## src/wit_consts.vh

```
// Constants for the watchdog/interval timer host controller.
// Assumes the timer sits on a 16-bit address bus with one shared write address.
`ifndef WIT_CONSTS_VH
`define WIT_CONSTS_VH

// Device addresses and write keys.
`define WIT_DEV_WR_ADDR 16'hFFA8
`define WIT_DEV_CSR_ADDR 16'hFFA8
`define WIT_DEV_CNT_ADDR 16'hFFA9
`define WIT_CNT_KEY 8'h5A
`define WIT_CSR_KEY 8'hA5
`define WIT_KICK_VALUE 8'h00

// Control/status field positions.
`define WIT_OVF_BIT 7
`define WIT_MODE_BIT 6
`define WIT_TME_BIT 5
`define WIT_PSS_BIT 4
`define WIT_RSTNMI_BIT 3
`define WIT_CKS_MASK 8'h07
`define WIT_CKS_DIV2 3'h0
`define WIT_STOP_MASK 8'h57
`define WIT_CTRL_RST 8'h00

// Host register offsets.
`define WIT_REG_CTRL 3'h0
`define WIT_REG_COUNT 3'h1
`define WIT_REG_CMD 3'h2
`define WIT_REG_STATUS 3'h3
`define WIT_REG_LAST_CSR 3'h4

// Command register bits.
`define WIT_CMD_KICK 0
`define WIT_CMD_RDCNT 1
`define WIT_CMD_CLR 2
`define WIT_CMD_POLL 3
`define WIT_CMD_AKICK 4
`define WIT_CMD_ACLR 5

// Timing.
`define WIT_RD_WAIT 4'h3
`define WIT_KICK_CYCLES 1000
`define WIT_OVF_READS 2'h2

`endif

```

## src/wit_host.v

```verilog
// Host controller that drives the watchdog/interval timer through its bus.
// Assumes read data returns from the device within the read wait after a read strobe,
// and that the device's interrupt and reset indications are asynchronous levels.
`include "wit_consts.vh"

// Summary of operation
// Clock select field chooses count clock.
// Flag clears only when written zero.
// Flag counts as seen after two reads.
// Watchdog mode when mode and enable set.
// Reset select gives 518-cycle chip reset.
// Reset select zero gives NMI request.
// Watchdog reset shares vector, status bit.
// Pin reset wins, reset status set.
// Never handle both NMI sources together.
// Interval overflow sets flag, requests interrupt.
// Interrupt stays while flag is one.
// Handler clears the overflow flag.
// Rewrite counter, normally zero, before overflow.
// Only word writes reach the registers.
// Key 5A loads low byte as count.
// Key A5 loads low byte as control.
// Control reads at A8, counter at A9.
// Counter write beats a coincident increment.
// Stop timer before changing clock select.
// Stop timer before changing prescaler source.
// Stop timer before switching timer mode.
// Counter increments while enabled, wraps, overflows.
module wit_host #(
  parameter KICK_CYCLES = `WIT_KICK_CYCLES
) (
  input wire ref_clk,
  input wire sys_rst,
  input wire [2:0] hr_addr,
  input wire [7:0] hr_wdata,
  input wire hr_wr,
  input wire hr_rd,
  output reg [7:0] hr_rdata_r,
  output reg [15:0] dev_addr_r,
  output reg [15:0] dev_wdata_r,
  output reg dev_wr_word_r,
  output reg dev_rd_r,
  input wire [7:0] dev_rdata,
  input wire interval_overflow_irq,
  input wire dev_nmi,
  input wire dev_chip_rst
);

  // ----------------------------------------------------------------
  // Synchronisers
  // ----------------------------------------------------------------
  localparam [3:0] RD_WAIT = `WIT_RD_WAIT;
  localparam [1:0] OVF_READS = `WIT_OVF_READS;

  reg [7:0] rdata_s1_r;
  reg [7:0] rdata_s2_r;
  reg [2:0] lvl_s1_r;
  reg [2:0] lvl_s2_r;
  reg irq_d_r;

  always @(posedge ref_clk)
  begin
    if (sys_rst)
    begin
      rdata_s1_r <= 8'h00;
      rdata_s2_r <= 8'h00;
      lvl_s1_r <= 3'h0;
      lvl_s2_r <= 3'h0;
      irq_d_r <= 1'b0;
    end
    else
    begin
      rdata_s1_r <= dev_rdata;
      rdata_s2_r <= rdata_s1_r;
      lvl_s1_r <= {dev_chip_rst, dev_nmi, interval_overflow_irq};
      lvl_s2_r <= lvl_s1_r;
      irq_d_r <= lvl_s2_r[0];
    end
  end

  wire irq_s = lvl_s2_r[0];
  wire nmi_s = lvl_s2_r[1];
  wire rst_s = lvl_s2_r[2];

  // ----------------------------------------------------------------
  // Sequencer state
  // ----------------------------------------------------------------
  localparam [1:0] S_IDLE = 2'h0;
  localparam [1:0] S_WR = 2'h1;
  localparam [1:0] S_RD = 2'h2;
  localparam [1:0] S_WAIT = 2'h3;

  reg [1:0] state_r;
  reg [3:0] wait_r;
  reg rd_is_cnt_r;
  reg [7:0] ctrl_req_r;
  reg [7:0] ctrl_shadow_r;
  reg [7:0] cnt_req_r;
  reg [7:0] last_cnt_r;
  reg [7:0] last_csr_r;
  reg [5:3] cmd_lvl_r;
  reg pend_ctrl_r;
  reg pend_cnt_r;
  reg pend_kick_r;
  reg pend_rdcnt_r;
  reg pend_clr_r;
  reg [1:0] ones_r;
  reg ovf_seen_r;
  reg [31:0] kick_tmr_r;

  wire busy = (state_r != S_IDLE) | pend_ctrl_r | pend_cnt_r | pend_kick_r |
              pend_rdcnt_r | pend_clr_r;
  wire need_stop = ctrl_shadow_r[`WIT_TME_BIT] &
                   (|((ctrl_shadow_r ^ ctrl_req_r) & `WIT_STOP_MASK));
  wire host_wr_ctrl = hr_wr & (hr_addr == `WIT_REG_CTRL);
  wire host_wr_cnt = hr_wr & (hr_addr == `WIT_REG_COUNT);
  wire host_wr_cmd = hr_wr & (hr_addr == `WIT_REG_CMD);
  wire host_wr_stat = hr_wr & (hr_addr == `WIT_REG_STATUS);
  wire kick_due = cmd_lvl_r[`WIT_CMD_AKICK] & (kick_tmr_r == (KICK_CYCLES - 1));
  wire irq_rise = irq_s & ~irq_d_r;
  wire rd_done = (state_r == S_WAIT) & (wait_r == 4'h0);
  wire csr_one = rdata_s2_r[`WIT_OVF_BIT];

  // ----------------------------------------------------------------
  // Host register port
  // ----------------------------------------------------------------
  always @(posedge ref_clk)
  begin
    if (sys_rst)
    begin
      hr_rdata_r <= 8'h00;
    end
    else if (hr_rd)
    begin
      case (hr_addr)
        `WIT_REG_CTRL: hr_rdata_r <= ctrl_shadow_r;
        `WIT_REG_COUNT: hr_rdata_r <= last_cnt_r;
        `WIT_REG_CMD: hr_rdata_r <= {2'h0, cmd_lvl_r, 3'h0};
        `WIT_REG_STATUS: hr_rdata_r <= {3'h0, rst_s, nmi_s, irq_s, ovf_seen_r, busy};
        `WIT_REG_LAST_CSR: hr_rdata_r <= last_csr_r;
        default: hr_rdata_r <= 8'h00;
      endcase
    end
    else
    begin
      hr_rdata_r <= 8'h00;
    end
  end

  // ----------------------------------------------------------------
  // Requests and periodic service
  // ----------------------------------------------------------------
  // A pending flag is raised by the host or by an event and dropped when the
  // sequencer issues it; a new request in the issue cycle keeps it pending.
  wire issue_idle = (state_r == S_IDLE);
  wire take_ctrl = issue_idle & pend_ctrl_r & ~need_stop;
  wire take_cnt = issue_idle & ~pend_ctrl_r & pend_cnt_r;
  wire take_kick = issue_idle & ~pend_ctrl_r & ~pend_cnt_r & pend_kick_r;
  wire take_clr = issue_idle & ~pend_ctrl_r & ~pend_cnt_r & ~pend_kick_r & pend_clr_r;
  wire take_rdcnt = issue_idle & ~pend_ctrl_r & ~pend_cnt_r & ~pend_kick_r &
                    ~pend_clr_r & pend_rdcnt_r;
  wire take_poll = issue_idle & ~pend_ctrl_r & ~pend_cnt_r & ~pend_kick_r &
                   ~pend_clr_r & ~pend_rdcnt_r & cmd_lvl_r[`WIT_CMD_POLL];

  always @(posedge ref_clk)
  begin
    if (sys_rst)
    begin
      ctrl_req_r <= `WIT_CTRL_RST;
      cnt_req_r <= 8'h00;
      cmd_lvl_r <= 3'h0;
      pend_ctrl_r <= 1'b0;
      pend_cnt_r <= 1'b0;
      pend_kick_r <= 1'b0;
      pend_rdcnt_r <= 1'b0;
      pend_clr_r <= 1'b0;
      kick_tmr_r <= 32'h00000000;
    end
    else
    begin
      if (host_wr_ctrl)
      begin
        ctrl_req_r <= hr_wdata;
      end
      if (host_wr_cnt)
      begin
        cnt_req_r <= hr_wdata;
      end
      if (host_wr_cmd)
      begin
        cmd_lvl_r <= hr_wdata[5:3];
      end
      pend_ctrl_r <= host_wr_ctrl | (pend_ctrl_r & ~take_ctrl);
      pend_cnt_r <= host_wr_cnt | (pend_cnt_r & ~take_cnt);
      pend_kick_r <= (host_wr_cmd & hr_wdata[`WIT_CMD_KICK]) | kick_due |
                     (pend_kick_r & ~take_kick);
      pend_rdcnt_r <= (host_wr_cmd & hr_wdata[`WIT_CMD_RDCNT]) |
                      (pend_rdcnt_r & ~take_rdcnt);
      pend_clr_r <= (host_wr_cmd & hr_wdata[`WIT_CMD_CLR]) |
                    (cmd_lvl_r[`WIT_CMD_ACLR] & irq_rise) | (pend_clr_r & ~take_clr);
      if (~cmd_lvl_r[`WIT_CMD_AKICK] | kick_due)
      begin
        kick_tmr_r <= 32'h00000000;
      end
      else
      begin
        kick_tmr_r <= kick_tmr_r + 32'h00000001;
      end
    end
  end

  // ----------------------------------------------------------------
  // Device bus sequencer
  // ----------------------------------------------------------------
  // The overflow flag bit is written as one on every control write except the flag clear,
  // so that a reconfiguration never clears a pending overflow by accident.
  always @(posedge ref_clk)
  begin
    if (sys_rst)
    begin
      state_r <= S_IDLE;
      wait_r <= 4'h0;
      rd_is_cnt_r <= 1'b0;
      ctrl_shadow_r <= `WIT_CTRL_RST;
      dev_addr_r <= 16'h0000;
      dev_wdata_r <= 16'h0000;
      dev_wr_word_r <= 1'b0;
      dev_rd_r <= 1'b0;
    end
    else
    begin
      dev_wr_word_r <= 1'b0;
      dev_rd_r <= 1'b0;
      case (state_r)
        S_IDLE:
        begin
          if (pend_ctrl_r & need_stop)
          begin
            dev_addr_r <= `WIT_DEV_WR_ADDR;
            dev_wdata_r <= {`WIT_CSR_KEY, ctrl_shadow_r[7:6], 1'b0, ctrl_shadow_r[4:0]} |
                           16'h0080;
            ctrl_shadow_r[`WIT_TME_BIT] <= 1'b0;
            dev_wr_word_r <= 1'b1;
            state_r <= S_WR;
          end
          else if (take_ctrl)
          begin
            dev_addr_r <= `WIT_DEV_WR_ADDR;
            dev_wdata_r <= {`WIT_CSR_KEY, ctrl_req_r | 8'h80};
            ctrl_shadow_r <= ctrl_req_r;
            dev_wr_word_r <= 1'b1;
            state_r <= S_WR;
          end
          else if (take_cnt | take_kick)
          begin
            dev_addr_r <= `WIT_DEV_WR_ADDR;
            dev_wdata_r <= {`WIT_CNT_KEY, take_cnt ? cnt_req_r : `WIT_KICK_VALUE};
            dev_wr_word_r <= 1'b1;
            state_r <= S_WR;
          end
          else if (take_clr)
          begin
            dev_addr_r <= `WIT_DEV_WR_ADDR;
            dev_wdata_r <= {`WIT_CSR_KEY, 1'b0, ctrl_shadow_r[6:0]};
            dev_wr_word_r <= 1'b1;
            state_r <= S_WR;
          end
          else if (take_rdcnt | take_poll)
          begin
            dev_addr_r <= take_rdcnt ? `WIT_DEV_CNT_ADDR : `WIT_DEV_CSR_ADDR;
            rd_is_cnt_r <= take_rdcnt;
            dev_rd_r <= 1'b1;
            state_r <= S_RD;
          end
        end
        S_WR:
        begin
          state_r <= S_IDLE;
        end
        S_RD:
        begin
          wait_r <= RD_WAIT;
          state_r <= S_WAIT;
        end
        S_WAIT:
        begin
          if (wait_r == 4'h0)
          begin
            state_r <= S_IDLE;
          end
          else
          begin
            wait_r <= wait_r - 4'h1;
          end
        end
        default:
        begin
          state_r <= S_IDLE;
        end
      endcase
    end
  end

  // ----------------------------------------------------------------
  // Read capture and overflow detection
  // ----------------------------------------------------------------
  // A single read of one is not trusted while polling; the flag must read as
  // one on consecutive polls before it is reported.
  always @(posedge ref_clk)
  begin
    if (sys_rst)
    begin
      last_cnt_r <= 8'h00;
      last_csr_r <= 8'h00;
      ones_r <= 2'h0;
      ovf_seen_r <= 1'b0;
    end
    else
    begin
      if (rd_done & rd_is_cnt_r)
      begin
        last_cnt_r <= rdata_s2_r;
      end
      if (rd_done & ~rd_is_cnt_r)
      begin
        last_csr_r <= rdata_s2_r;
        if (~csr_one)
        begin
          ones_r <= 2'h0;
        end
        else if (ones_r != OVF_READS)
        begin
          ones_r <= ones_r + 2'h1;
        end
      end
      if (rd_done & ~rd_is_cnt_r & csr_one & (ones_r == (OVF_READS - 2'h1)))
      begin
        ovf_seen_r <= 1'b1;
      end
      else if (host_wr_stat & hr_wdata[1])
      begin
        ovf_seen_r <= 1'b0;
      end
    end
  end

endmodule // wit_host

```

## config.mk

```make
export PLATFORM = sky130hd
export DESIGN_NAME = wit_host
export DESIGN_NICKNAME = d
export VERILOG_FILES = /design/src/wit_host.v
export VERILOG_INCLUDE_DIRS = /design/src
export SDC_FILE = /design/constraint.sdc
export NUM_CORES = 1
export LEC_CHECK = 0
export ABC_AREA = 1
export BUFFER_PORTS_ARGS = -buffer_cell sky130_fd_sc_hd__buf_2
export CELL_PAD_IN_SITES_DETAIL_PLACEMENT = 0
export CELL_PAD_IN_SITES_GLOBAL_PLACEMENT = 1
export CORE_UTILIZATION = 48
export CTS_BUF_LIST = sky130_fd_sc_hd__clkbuf_8
export DETAILED_ROUTE_END_ITERATION = 12
export GPL_ROUTABILITY_DRIVEN = 0
export PLACE_DENSITY = 0.89
export REMOVE_ABC_BUFFERS = 1
export SLEW_MARGIN = 20
export SYNTH_ARGS = -nofsm -noshare
export SYNTH_HDL_FRONTEND = slang
export SYNTH_SLANG_ARGS = --single-unit
```

## constraint.sdc

```tcl
create_clock -name ref_clk -period 2.5 [get_ports ref_clk]
set_clock_uncertainty 0.05 [all_clocks]
set_input_delay 0 -clock ref_clk [delete_from_list [all_inputs] [get_ports ref_clk]]
set_output_delay 0 -clock ref_clk [all_outputs]
set_load 0.1 [all_outputs]
```

==> results of run 1 <==
## layout by cell type, fill, tap and decap left out, types with 20 or more instances in the layout
master	count
nand2_1	135
dfxtp_1	135
nor2_1	112
inv_1	101
buf_2	63
a21oi_1	57
nand3_1	54
o21ai_0	47
dlygate4sd3_1	25
clkbuf_8	20
## timing repair
item	CTS	global route
resized for setup	0	0
hold endpoints to repair	42	0
hold buffers	25	0
## critical path: stages
cell and delay, ns:
dlygate4sd3_1 0.53, buf_2 0.14, nor2_2 0.32, nand2_1 0.23, clkinv_1 0.11, buf_4 0.18, nand3_1 0.10, dlygate4sd3_1 0.58
a21oi_1 0.14
## how the worst max path moves through the flow
stage	start	endpoint	slack, ns	cells after the start
after floorplan	dev_addr_r[14]$_SDFFE_PP0P_	dev_addr_r[14]$_SDFFE_PP0P_	-5.59	3
after global placement	ctrl_shadow_r[1]$_SDFFE_PP0P_	dev_addr_r[14]$_SDFFE_PP0P_	0.58	11
after detailed placement	ctrl_shadow_r[1]$_SDFFE_PP0P_	dev_addr_r[14]$_SDFFE_PP0P_	0.52	11
after CTS	ctrl_shadow_r[1]$_SDFFE_PP0P_	dev_addr_r[14]$_SDFFE_PP0P_	0.50	11
after global routing	ctrl_shadow_r[1]$_SDFFE_PP0P_	dev_addr_r[14]$_SDFFE_PP0P_	0.28	11
final	hr_addr[1]	ctrl_req_r[5]$_SDFFE_PP0P_	0.48	9
## sequential cells by signal (all words and copies together) (netlist names), 4 cells and up
name and cells:
kick_tmr_r 32, hr_rdata_r 8, cnt_req_r 8, last_cnt_r 8, rdata_s2_r 8, dev_wdata_r 10
ctrl_shadow_r 8, wait_r 4, rdata_s1_r 8, last_csr_r 8, ctrl_req_r 8
## final cells by class
type,count,share of cell area (%)
tap,168,2.98
clock buffer,20,3.90
clock inverter,10,1.81
sequential,135,38.3
multi-input combinational,532,38.2
inverter,113,6.01
timing repair buffer,95,8.77
## cell families (layout without fill, tap and decap cells)
| group | after synthesis | count (layout) |
|---|---|---|
| AO/OA/AOI/OAI | 133 | 133 |
| XOR/XNOR | 8 | 8 |
| adder cells (fa/ha/maj) | 4 | 4 |
| buffers and inverters | 154 | 238 |
| flip-flops | 135 | 135 |
| other | 1 | 4 |
| AND/OR/NAND/NOR | 383 | 383 |
## through the flow
stage / total power, uW / utilization [%]
2_1_floorplan: 2910 / -
3_3_place_gp: 3070 / 52.6
3_5_place_dp: 3080 / 52.6
4_1_cts: 4950 / 58.0
5_1_grt: 5110 / 58.0
6_report: 4920 / 58.0
## power by group
group / switching (uW) / internal [uW]
Sequential: 40.3 / 2210
Clock: 811 / 1040
Combinational: 638 / 175
Total: 1490 / 3430
## layer usage
metal | global-route usage (%) | vias to the layer above
li1 | - | 2750
met1 | 28.7 | 2459
met4 | 11.2 | 0
met2 | 38.3 | 146
met5 | 0 | -
met3 | 5.03 | 31
==> impl_metrics.csv, run 1 <==
group,metric,value,unit
status,outcome,"completed",
worst_hold_path,min_to,"dev_addr_r[14]$_SDFFE_PP0P_",
synthesis,synthAdderAreaFrac,0.823,%
drt,vias,5386,
synthesis,synth-edff-count,0,
worst_setup_path,critical_path_class,"input pin to flip-flop",
floorplan,core_area,12200,um2
clock_tree,root_buffer,"clkbuf_8",
floorplan,dieArea,13100,um2
worst_setup_path,r2r_cells,11,
grt,grt_pass1_vias,4977,
clock_tree,cts_buffers,17,
placed_design,dpl_cell_area,6400,um2
final_layout,areaGrowthSynthToFinish,15.9,%
floorplan,die_w,115,um
timing,hold_viol,0,
timing,whs,0.0893,ns
timing,final.min_clock_period,2.02,ns
timing,tightest_slew,0.705,ns
synthesis,synth.ff_latch_count,135,
synthesis,synth_cells,818,
floorplan,dieHeight,115,um
synthesis,ys_types,48,
clock_tree,clk_path_buf_depth,2,
synthesis,synth_compound_area_share,12.4,%
clock_tree,cts_sinks,135,
timing,fmax,496,MHz
clock_tree,cts_tree,"yes",
synthesis,yosysWarnings,0,
flow_run,max_cap_viol_count,0,
grt,grt_max_degree,61,
drt,met2_wirelength,6890,um
drt,dr.pass1.iters,5,
grt,grt_pass1_wl,23500,um
timing,rsz0062_at_grt,"no",
worst_hold_path,min-delay-start,"sys_rst",
final_layout,multi_input_area,2690,um2
synthesis,synth_top_area_cell,"dfxtp_1",
timing,final_max_slew_viol_count,0,
drt,drc,0,
placed_design,placedCellCount,1018,
worst_setup_path,rr_endpoint,"dev_addr_r[14]$_SDFFE_PP0P_",
clock_tree,insertion_delay,0.43,ns
synthesis,synthArstFlopShare,0,%
worst_setup_path,r2r_slack,0.49,ns
worst_setup_path,crit_fanout,9,
worst_hold_path,holdPathStages,4,
placed_design,io_buffers,63,
grt,antenna_found_initial,0,
final_layout,drive_gt1_share,17.9,%
placed_design,dp_slack,0.518,ns
synthesis,synthXorXnorAreaFrac,1.15,%
final_layout,final_nets,924,
synthesis,synth_top_family_by_area,"simple AND/OR/NAND/NOR gates",
drt,final_antenna_net_count,0,
synthesis,synth_ff_type,"dfxtp_1",
drt,routedLengthMet1,6380,um
synthesis,synthTopCellsByCount,"dfxtp_1, nand2_1, nor2_1, inv_1, a21oi_1",
floorplan,io_pins,68,
synthesis,ys_seq_area_share,44.4,%
power_and_ir_drop,p_per_area,698,nW/um2
placed_design,dp_hpwl,10400,um
synthesis,netlist_area,6080,um2
timing,period_share,80.6,%
worst_setup_path,crit_required,2.81,ns
worst_setup_path,end_kind,"flip-flop",
grt,grt_use_total,23.2,%
final_layout,stdcell_area,7050,um2
final_layout,seq_area,2700,um2
floorplan,rows,40,
synthesis,syn_area_per_cell,7.44,um2
timing,setup_viol,0,
timing,max_slew_margin,53.0,%
final_layout,fillers,1121,
worst_hold_path,hold_path.class,"input pin to flip-flop",
drt,via_per_inst,5.02,
synthesis,synthSimpleGateAreaFrac,29.6,%
grt,gr-total-overflow,0,
synthesis,synth.area.top_cells,"dfxtp_1, nand2_1, nor2_1, inv_1, a21oi_1",
synthesis,synth_top_cell_area_share,44.4,%
clock_tree,cts_setup_buffers,0,
timing,layout_setup_ws,0.485,ns
clock_tree,htree_levels,4,
drt,dr.max_layer_used,"met4",
final_layout,layout.cells.non_filler,1073,
worst_setup_path,reg2reg_from,"ctrl_shadow_r[1]$_SDFFE_PP0P_",
power_and_ir_drop,p_leak,0.00295,uW
floorplan,start_util,50.0,%
drt,met3_length,714,um
synthesis,synth_mux_area_share,0,%
timing,final.setup.tns,0,ns
drt,wl_per_cell,13.4,um
final_layout,diodes,0,
worst_setup_path,arrival,2.33,ns
drt,wl,14400,um
worst_setup_path,critPathLaunchType,"input pin",
drt,drt_iter0_markers,306,
clock_tree,cts.clk_slew.worst_paths,0.07,ns
power_and_ir_drop,vdd_drop_max,0.472,mV
(Power assumes the default switching activity.)
==> run 2, diff against run 1 <==
--- a/config.mk
+++ b/config.mk
@@ -10,11 +10,11 @@
 export BUFFER_PORTS_ARGS = -buffer_cell sky130_fd_sc_hd__buf_2
 export CELL_PAD_IN_SITES_DETAIL_PLACEMENT = 0
 export CELL_PAD_IN_SITES_GLOBAL_PLACEMENT = 1
-export CORE_UTILIZATION = 48
+export CORE_UTILIZATION = 40
 export CTS_BUF_LIST = sky130_fd_sc_hd__clkbuf_8
 export DETAILED_ROUTE_END_ITERATION = 12
 export GPL_ROUTABILITY_DRIVEN = 0
-export PLACE_DENSITY = 0.89
+export PLACE_DENSITY = 0.79
 export REMOVE_ABC_BUFFERS = 1
 export SLEW_MARGIN = 20
 export SYNTH_ARGS = -nofsm -noshare
==> constraint.sdc (replaced) <==
create_clock -name ref_clk -period 1.7 [get_ports ref_clk]
set_clock_uncertainty 0.05 [all_clocks]
set_input_delay 0 -clock ref_clk [delete_from_list [all_inputs] [get_ports ref_clk]]
set_output_delay 0 -clock ref_clk [all_outputs]
set_load 0.1 [all_outputs]
==> run 2 against run 1 <==
Effect of this change: combinational power up 57%; final cell count up 6.5%; critical path type is now flip-flop to flip-flop; the flow now finishes with violations (DRC); sequential power up 47%; utilization down 5.3 points.
==> impl_metrics.csv, run 2 (synthesis gave the netlist of run 1 again) <==
group,metric,value,unit
clock_tree,htree_levels,4,
grt,grtUsageMet2,32.0,%
floorplan,core_area,14700,um2
timing,setup_viol,0,
floorplan,start_util,41.4,%
grt,grt_use_total,20.2,%
timing,final_max_slew_viol_count,0,
worst_setup_path,rr_endpoint,"kick_tmr_r[3]$_SDFF_PP0_",
grt,grt_max_degree,61,
timing,whs,0.0303,ns
drt,vias,5496,
worst_setup_path,end_kind,"flip-flop",
clock_tree,clk_path_buf_depth,2,
final_layout,final_nets,976,
worst_setup_path,crit_required,1.99,ns
grt,grt_use_met1,27.3,%
power_and_ir_drop,finalPower,7580,uW
final_layout,postLayoutCoreUtil,52.7,%
clock_tree,cts.clk_slew.worst_paths,0.08,ns
floorplan,io_pins,68,
power_and_ir_drop,vdd_drop_max,0.547,mV
drt,final_antenna_net_count,0,
power_and_ir_drop,p_leak,0.00328,uW
worst_setup_path,r2r_slack,0.08,ns
grt,gr-total-overflow,0,
timing,max_slew_margin,52.7,%
drt,drc,7,
worst_setup_path,critPathLaunchType,"flip-flop",
worst_setup_path,reg2reg_from,"kick_tmr_r[16]$_SDFF_PP0_",
floorplan,die_w,125,um
final_layout,top_regs,"kick_tmr_r x32, dev_wdata_r x10",
drt,dr.pass1.iters,9,
drt,wl,15100,um
timing,final.setup.tns,0,ns
worst_setup_path,arrival,1.91,ns
drt,drt_iter0_markers,345,
floorplan,dieArea,15700,um2
placed_design,dp_hpwl,10700,um
final_layout,regMostFlops,"kick_tmr_r",
floorplan,rows,44,
final_layout,layout.cells.non_filler,1143,
placed_design,placedCellCount,1081,
clock_tree,root_buffer,"clkbuf_8",
timing,hold_viol,0,
worst_setup_path,cp-endpoint,"kick_tmr_r[3]$_SDFF_PP0_",
timing,tightest_slew,0.709,ns
status,violations,"DRC",
worst_setup_path,critical_path_class,"flip-flop to flip-flop",
final_layout,areaGrowthSynthToFinish,27.2,%
grt,grt_util_met3,3.81,%
placed_design,io_buffers,63,
final_layout,layout_commonest_cell,"nand2_1",
grt,antenna_found_initial,0,
flow_run,max_cap_viol_count,0,
final_layout,final_cell_mix,"nand2_1, dfxtp_1, nor2_1",
timing,period_share,95.1,%
status,outcome,"finished with violations",
clock_tree,cts_tree,"yes",
worst_setup_path,crit_fanout,6,
power_and_ir_drop,p_per_area,979,nW/um2
grt,grt_pass1_vias,5036,
drt,wl_per_cell,13.3,um
worst_setup_path,r2r_cells,8,
worst_hold_path,hold_path.class,"input pin to flip-flop",
clock_tree,cts_buffers,17,
timing,rsz0062_at_grt,"yes",
drt,via_per_inst,4.81,
timing,final.min_clock_period,1.62,ns
grt,grt_pass1_wl,25000,um
clock_tree,cts_sinks,135,
final_layout,diodes,0,
timing,fmax,619,MHz
worst_setup_path,crit_start,"kick_tmr_r[16]$_SDFF_PP0_",
clock_tree,insertion_delay,0.45,ns
final_layout,drive_gt1_share,27.0,%
final_layout,largest_register_ffs,32,
floorplan,dieHeight,125,um
grt,busiest_layer,"met2",
## run 2: cell types whose count changed in the layout (fill, tap and decap cells not counted), moves of 5 or more
cell / previous run / this run
clkinv_2: 6 / 0
nor2_1: 112 / 107
dfxtp_1: 135 / 123
buf_4: 7 / 55
inv_1: 101 / 96
nand3_1: 54 / 48
dfxtp_2: 0 / 10
inv_2: 9 / 14
nand3_2: 0 / 5
## run 2: worst max-delay path: stages (launching register included)
cell and delay, ns:
dfxtp_2 0.33, inv_2 0.06, buf_4 0.12, nand4_1 0.13
nor4_4 0.32, nand2_1 0.13, nand3_4 0.14, clkbuf_16 0.19
a21oi_1 0.04
## run 2: area by class of cell
type	instances	area (um2)
Timing Repair Buffer	147	1060
Inverter	113	424
Clock buffer	17	234
Multi-Input combinational cell	532	2860
Clock inverter	15	218
Fill cell	1441	6960
Sequential cell	135	2720
Tap cell	184	230
## run 2: power breakdown
part / total (uW) / switching [uW] / internal (uW)
clock: 3000 / 1370 / 1640
sequential: 3300 / 54.3 / 3250
combinational: 1280 / 976 / 303
total: 7580 / 2400 / 5180
## run 2: worst min-delay path by stage
stage            startpoint                     endpoint  slack, ns  cells past startpoint
2_1_floorplan       sys_rst  dev_wdata_r[0]$_SDFFE_PP0P_       0.01                      1
4_1_cts          hr_addr[1]     hr_rdata_r[5]$_SDFF_PP0_       0.03                      5
3_5_place_dp   dev_rdata[5]     rdata_s1_r[5]$_SDFF_PP0_       0.16                      3
3_3_place_gp   dev_rdata[2]     rdata_s1_r[2]$_SDFF_PP0_       0.15                      3
6_report         hr_addr[1]      ovf_seen_r$_SDFFE_PP0P_       0.03                      4
5_1_grt          hr_addr[1]      ovf_seen_r$_SDFFE_PP0P_       0.04                      4
## run 2: per-stage QoR
step                worst slack, ns  area (um2)
global route                -0.0546        7740
finish                       0.0841        7740
floorplan                     -6.39        5820
detailed placement           0.0131        6780
global placement             0.0357        6780
CTS                         0.00120        7470
## run 2: routing by layer
| metal | share of wire (%) | up-vias |
|---|---|---|
| met2 | 46 | 129 |
| met5 | 0 | - |
| met1 | 49 | 2485 |
| met4 | 1.4 | 0 |
| li1 | - | 2865 |
| met3 | 3.9 | 17 |
## run 2: what timing repair did
action                     in CTS  in global routing
buffers inserted                0                  5
hold endpoints to repair       40                  0
pin swaps                       0                 11
setup endpoints to repair       1                 60
gates resized for setup         1                 58
gates cloned                    0                  2
hold buffers                   23                  0
==> run 3, diff against run 2 <==
--- a/config.mk
+++ b/config.mk
@@ -10,11 +10,10 @@
 export BUFFER_PORTS_ARGS = -buffer_cell sky130_fd_sc_hd__buf_2
 export CELL_PAD_IN_SITES_DETAIL_PLACEMENT = 0
 export CELL_PAD_IN_SITES_GLOBAL_PLACEMENT = 1
-export CORE_UTILIZATION = 40
-export CTS_BUF_LIST = sky130_fd_sc_hd__clkbuf_8
+export CORE_UTILIZATION = 38
 export DETAILED_ROUTE_END_ITERATION = 12
 export GPL_ROUTABILITY_DRIVEN = 0
-export PLACE_DENSITY = 0.79
+export PLACE_DENSITY = 0.76
 export REMOVE_ABC_BUFFERS = 1
 export SLEW_MARGIN = 20
 export SYNTH_ARGS = -nofsm -noshare
==> run 3 against run 2 <==
Effect of this change: largest power group is now clock; hold slack worse by 0.0082 ns; utilization is 1.5 points lower; critical path type unchanged; global-route usage is 1.1 points lower; first-iteration DRC count is 2.9% higher; sequential cell count stayed put; combinational power hardly changed; the run now ends clean; critical path depth stayed put; worst setup slack worse by 0.036 ns; sequential power hardly changed; routed wire length is 1.4% higher; clock power is 24% higher.
==> impl_metrics.csv, run 3 (synthesis gave the netlist of run 1 again) <==
group,metric,value,unit
final_layout,final_nets,977,
worst_setup_path,critical_path_class,"flip-flop to flip-flop",
grt,grt_pass1_wl,24300,um
final_layout,regMostFlops,"kick_tmr_r",
clock_tree,cts_sinks,135,
drt,via_per_inst,4.62,
drt,drt_iter0_markers,355,
final_layout,largest_register_ffs,32,
final_layout,areaGrowthSynthToFinish,29.8,%
floorplan,dieHeight,129,um
clock_tree,htree_levels,4,
floorplan,dieArea,16500,um2
clock_tree,root_buffer,"clkbuf_16",
floorplan,rows,45,
timing,final.min_clock_period,1.65,ns
worst_setup_path,critPathLaunchType,"flip-flop",
clock_tree,insertion_delay,0.42,ns
grt,antenna_found_initial,0,
power_and_ir_drop,p_per_area,1050,nW/um2
placed_design,dp_slack,-0.0431,ns
grt,grt_max_degree,61,
drt,dr.pass1.iters,5,
drt,wl,15400,um
worst_setup_path,crit_required,1.97,ns
timing,layout_setup_ws,0.0476,ns
timing,hold_viol,0,
timing,whs,0.0221,ns
timing,tightest_slew,0.703,ns
status,outcome,"completed",
drt,drc,0,
worst_hold_path,hold_path.class,"input pin to flip-flop",
final_layout,multi_input_area,2830,um2
final_layout,diodes,0,
power_and_ir_drop,vdd_drop_max,0.753,mV
timing,final.setup.tns,0,ns
clock_tree,cts_buffers,17,
drt,final_antenna_net_count,0,
drt,wl_per_cell,13.1,um
timing,setup_viol,0,
final_layout,fillers,1598,
final_layout,layout.cells.non_filler,1171,
floorplan,io_pins,68,
drt,vias,5415,
clock_tree,cts_tree,"yes",
worst_setup_path,arrival,1.92,ns
grt,grt_use_total,19.1,%
floorplan,die_w,129,um
timing,max_slew_margin,53.1,%
final_layout,top_regs,"kick_tmr_r x32, dev_wdata_r x10",
floorplan,core_area,15400,um2
final_layout,layout_commonest_cell,"nand2_1",
final_layout,seq_area,2710,um2
worst_setup_path,crit_fanout,8,
timing,period_share,97.2,%
clock_tree,cts.clk_slew.worst_paths,0.06,ns
clock_tree,clk_path_buf_depth,2,
timing,final_max_slew_viol_count,0,
power_and_ir_drop,p_leak,0.00336,uW
grt,grt_pass1_vias,4963,
timing,fmax,605,MHz
final_layout,final_cell_mix,"nand2_1, dfxtp_1, nor2_1",
timing,rsz0062_at_grt,"yes",
final_layout,drive_gt1_share,27.0,%
placed_design,placedCellCount,1112,
worst_setup_path,end_kind,"flip-flop",
placed_design,dp_hpwl,10600,um
placed_design,io_buffers,63,
flow_run,max_cap_viol_count,0,
floorplan,start_util,39.4,%
grt,gr-total-overflow,0,
## run 3: final cells by class
class / instances / share of cell area [%]
sequential: 135 / 34.4
tap: 211 / 3.34
clock inverter: 15 / 2.12
timing repair buffer: 148 / 13.6
multi-input combinational: 532 / 35.8
inverter: 113 / 5.37
clock buffer: 17 / 5.39
## run 3: repair_timing
item | in CTS | in global routing
pin swaps | 0 | 10
setup buffers | 0 | 3
cloned | 0 | 3
hold buffers | 22 | 0
hold endpoints to repair | 36 | 0
setup endpoints to repair | 11 | 53
resized for setup | 4 | 45
## run 3: routing by layer
layer | global-route usage (%) | wire (um)
met1 | 24.7 | 7290
met3 | 4.16 | 653
met5 | 0 | 0
met2 | 30.9 | 7070
met4 | 8.10 | 332
## run 3: critical path: stages (launching register included)
cell,delay (ns)
dfxtp_1,0.31
buf_4,0.15
nor2_1,0.13
nand4_1,0.18
nor3_2,0.20
nand2_1,0.13
nand3_4,0.14
clkbuf_16,0.20
nor3b_1,0.05
## run 3: path summary, 6_finish.rpt
kind                              from                   endpoint  slack (ns)  depth (start not counted)
min reg2reg     lvl_s1_r[2]$_SDFF_PP0_     lvl_s2_r[2]$_SDFF_PP0_        0.35                          2
max          kick_tmr_r[23]$_SDFF_PP0_  kick_tmr_r[18]$_SDFF_PP0_        0.05                          8
min                         hr_addr[1]    ovf_seen_r$_SDFFE_PP0P_        0.02                          4
max reg2reg  kick_tmr_r[23]$_SDFF_PP0_  kick_tmr_r[18]$_SDFF_PP0_        0.05                          8
## run 3: power breakdown
part / leakage [uW] / internal [uW] / switching [uW]
clock: 0.000296 / 2200 / 1520
sequential: 0.00110 / 3250 / 51.5
combinational: 0.00197 / 293 / 960
total: 0.00336 / 5740 / 2530
## run 3: stage by stage
| stage | utilization, % | area, um2 | power [uW] |
|---|---|---|---|
| 2_1_floorplan | - | 5820 | 4190 |
| 3_3_place_gp | 44.5 | 6860 | 4580 |
| 3_5_place_dp | 44.5 | 6860 | 4580 |
| 4_1_cts | 49.8 | 7690 | 8320 |
| 5_1_grt | 51.2 | 7900 | 8570 |
| 6_report | 51.2 | 7900 | 8270 |
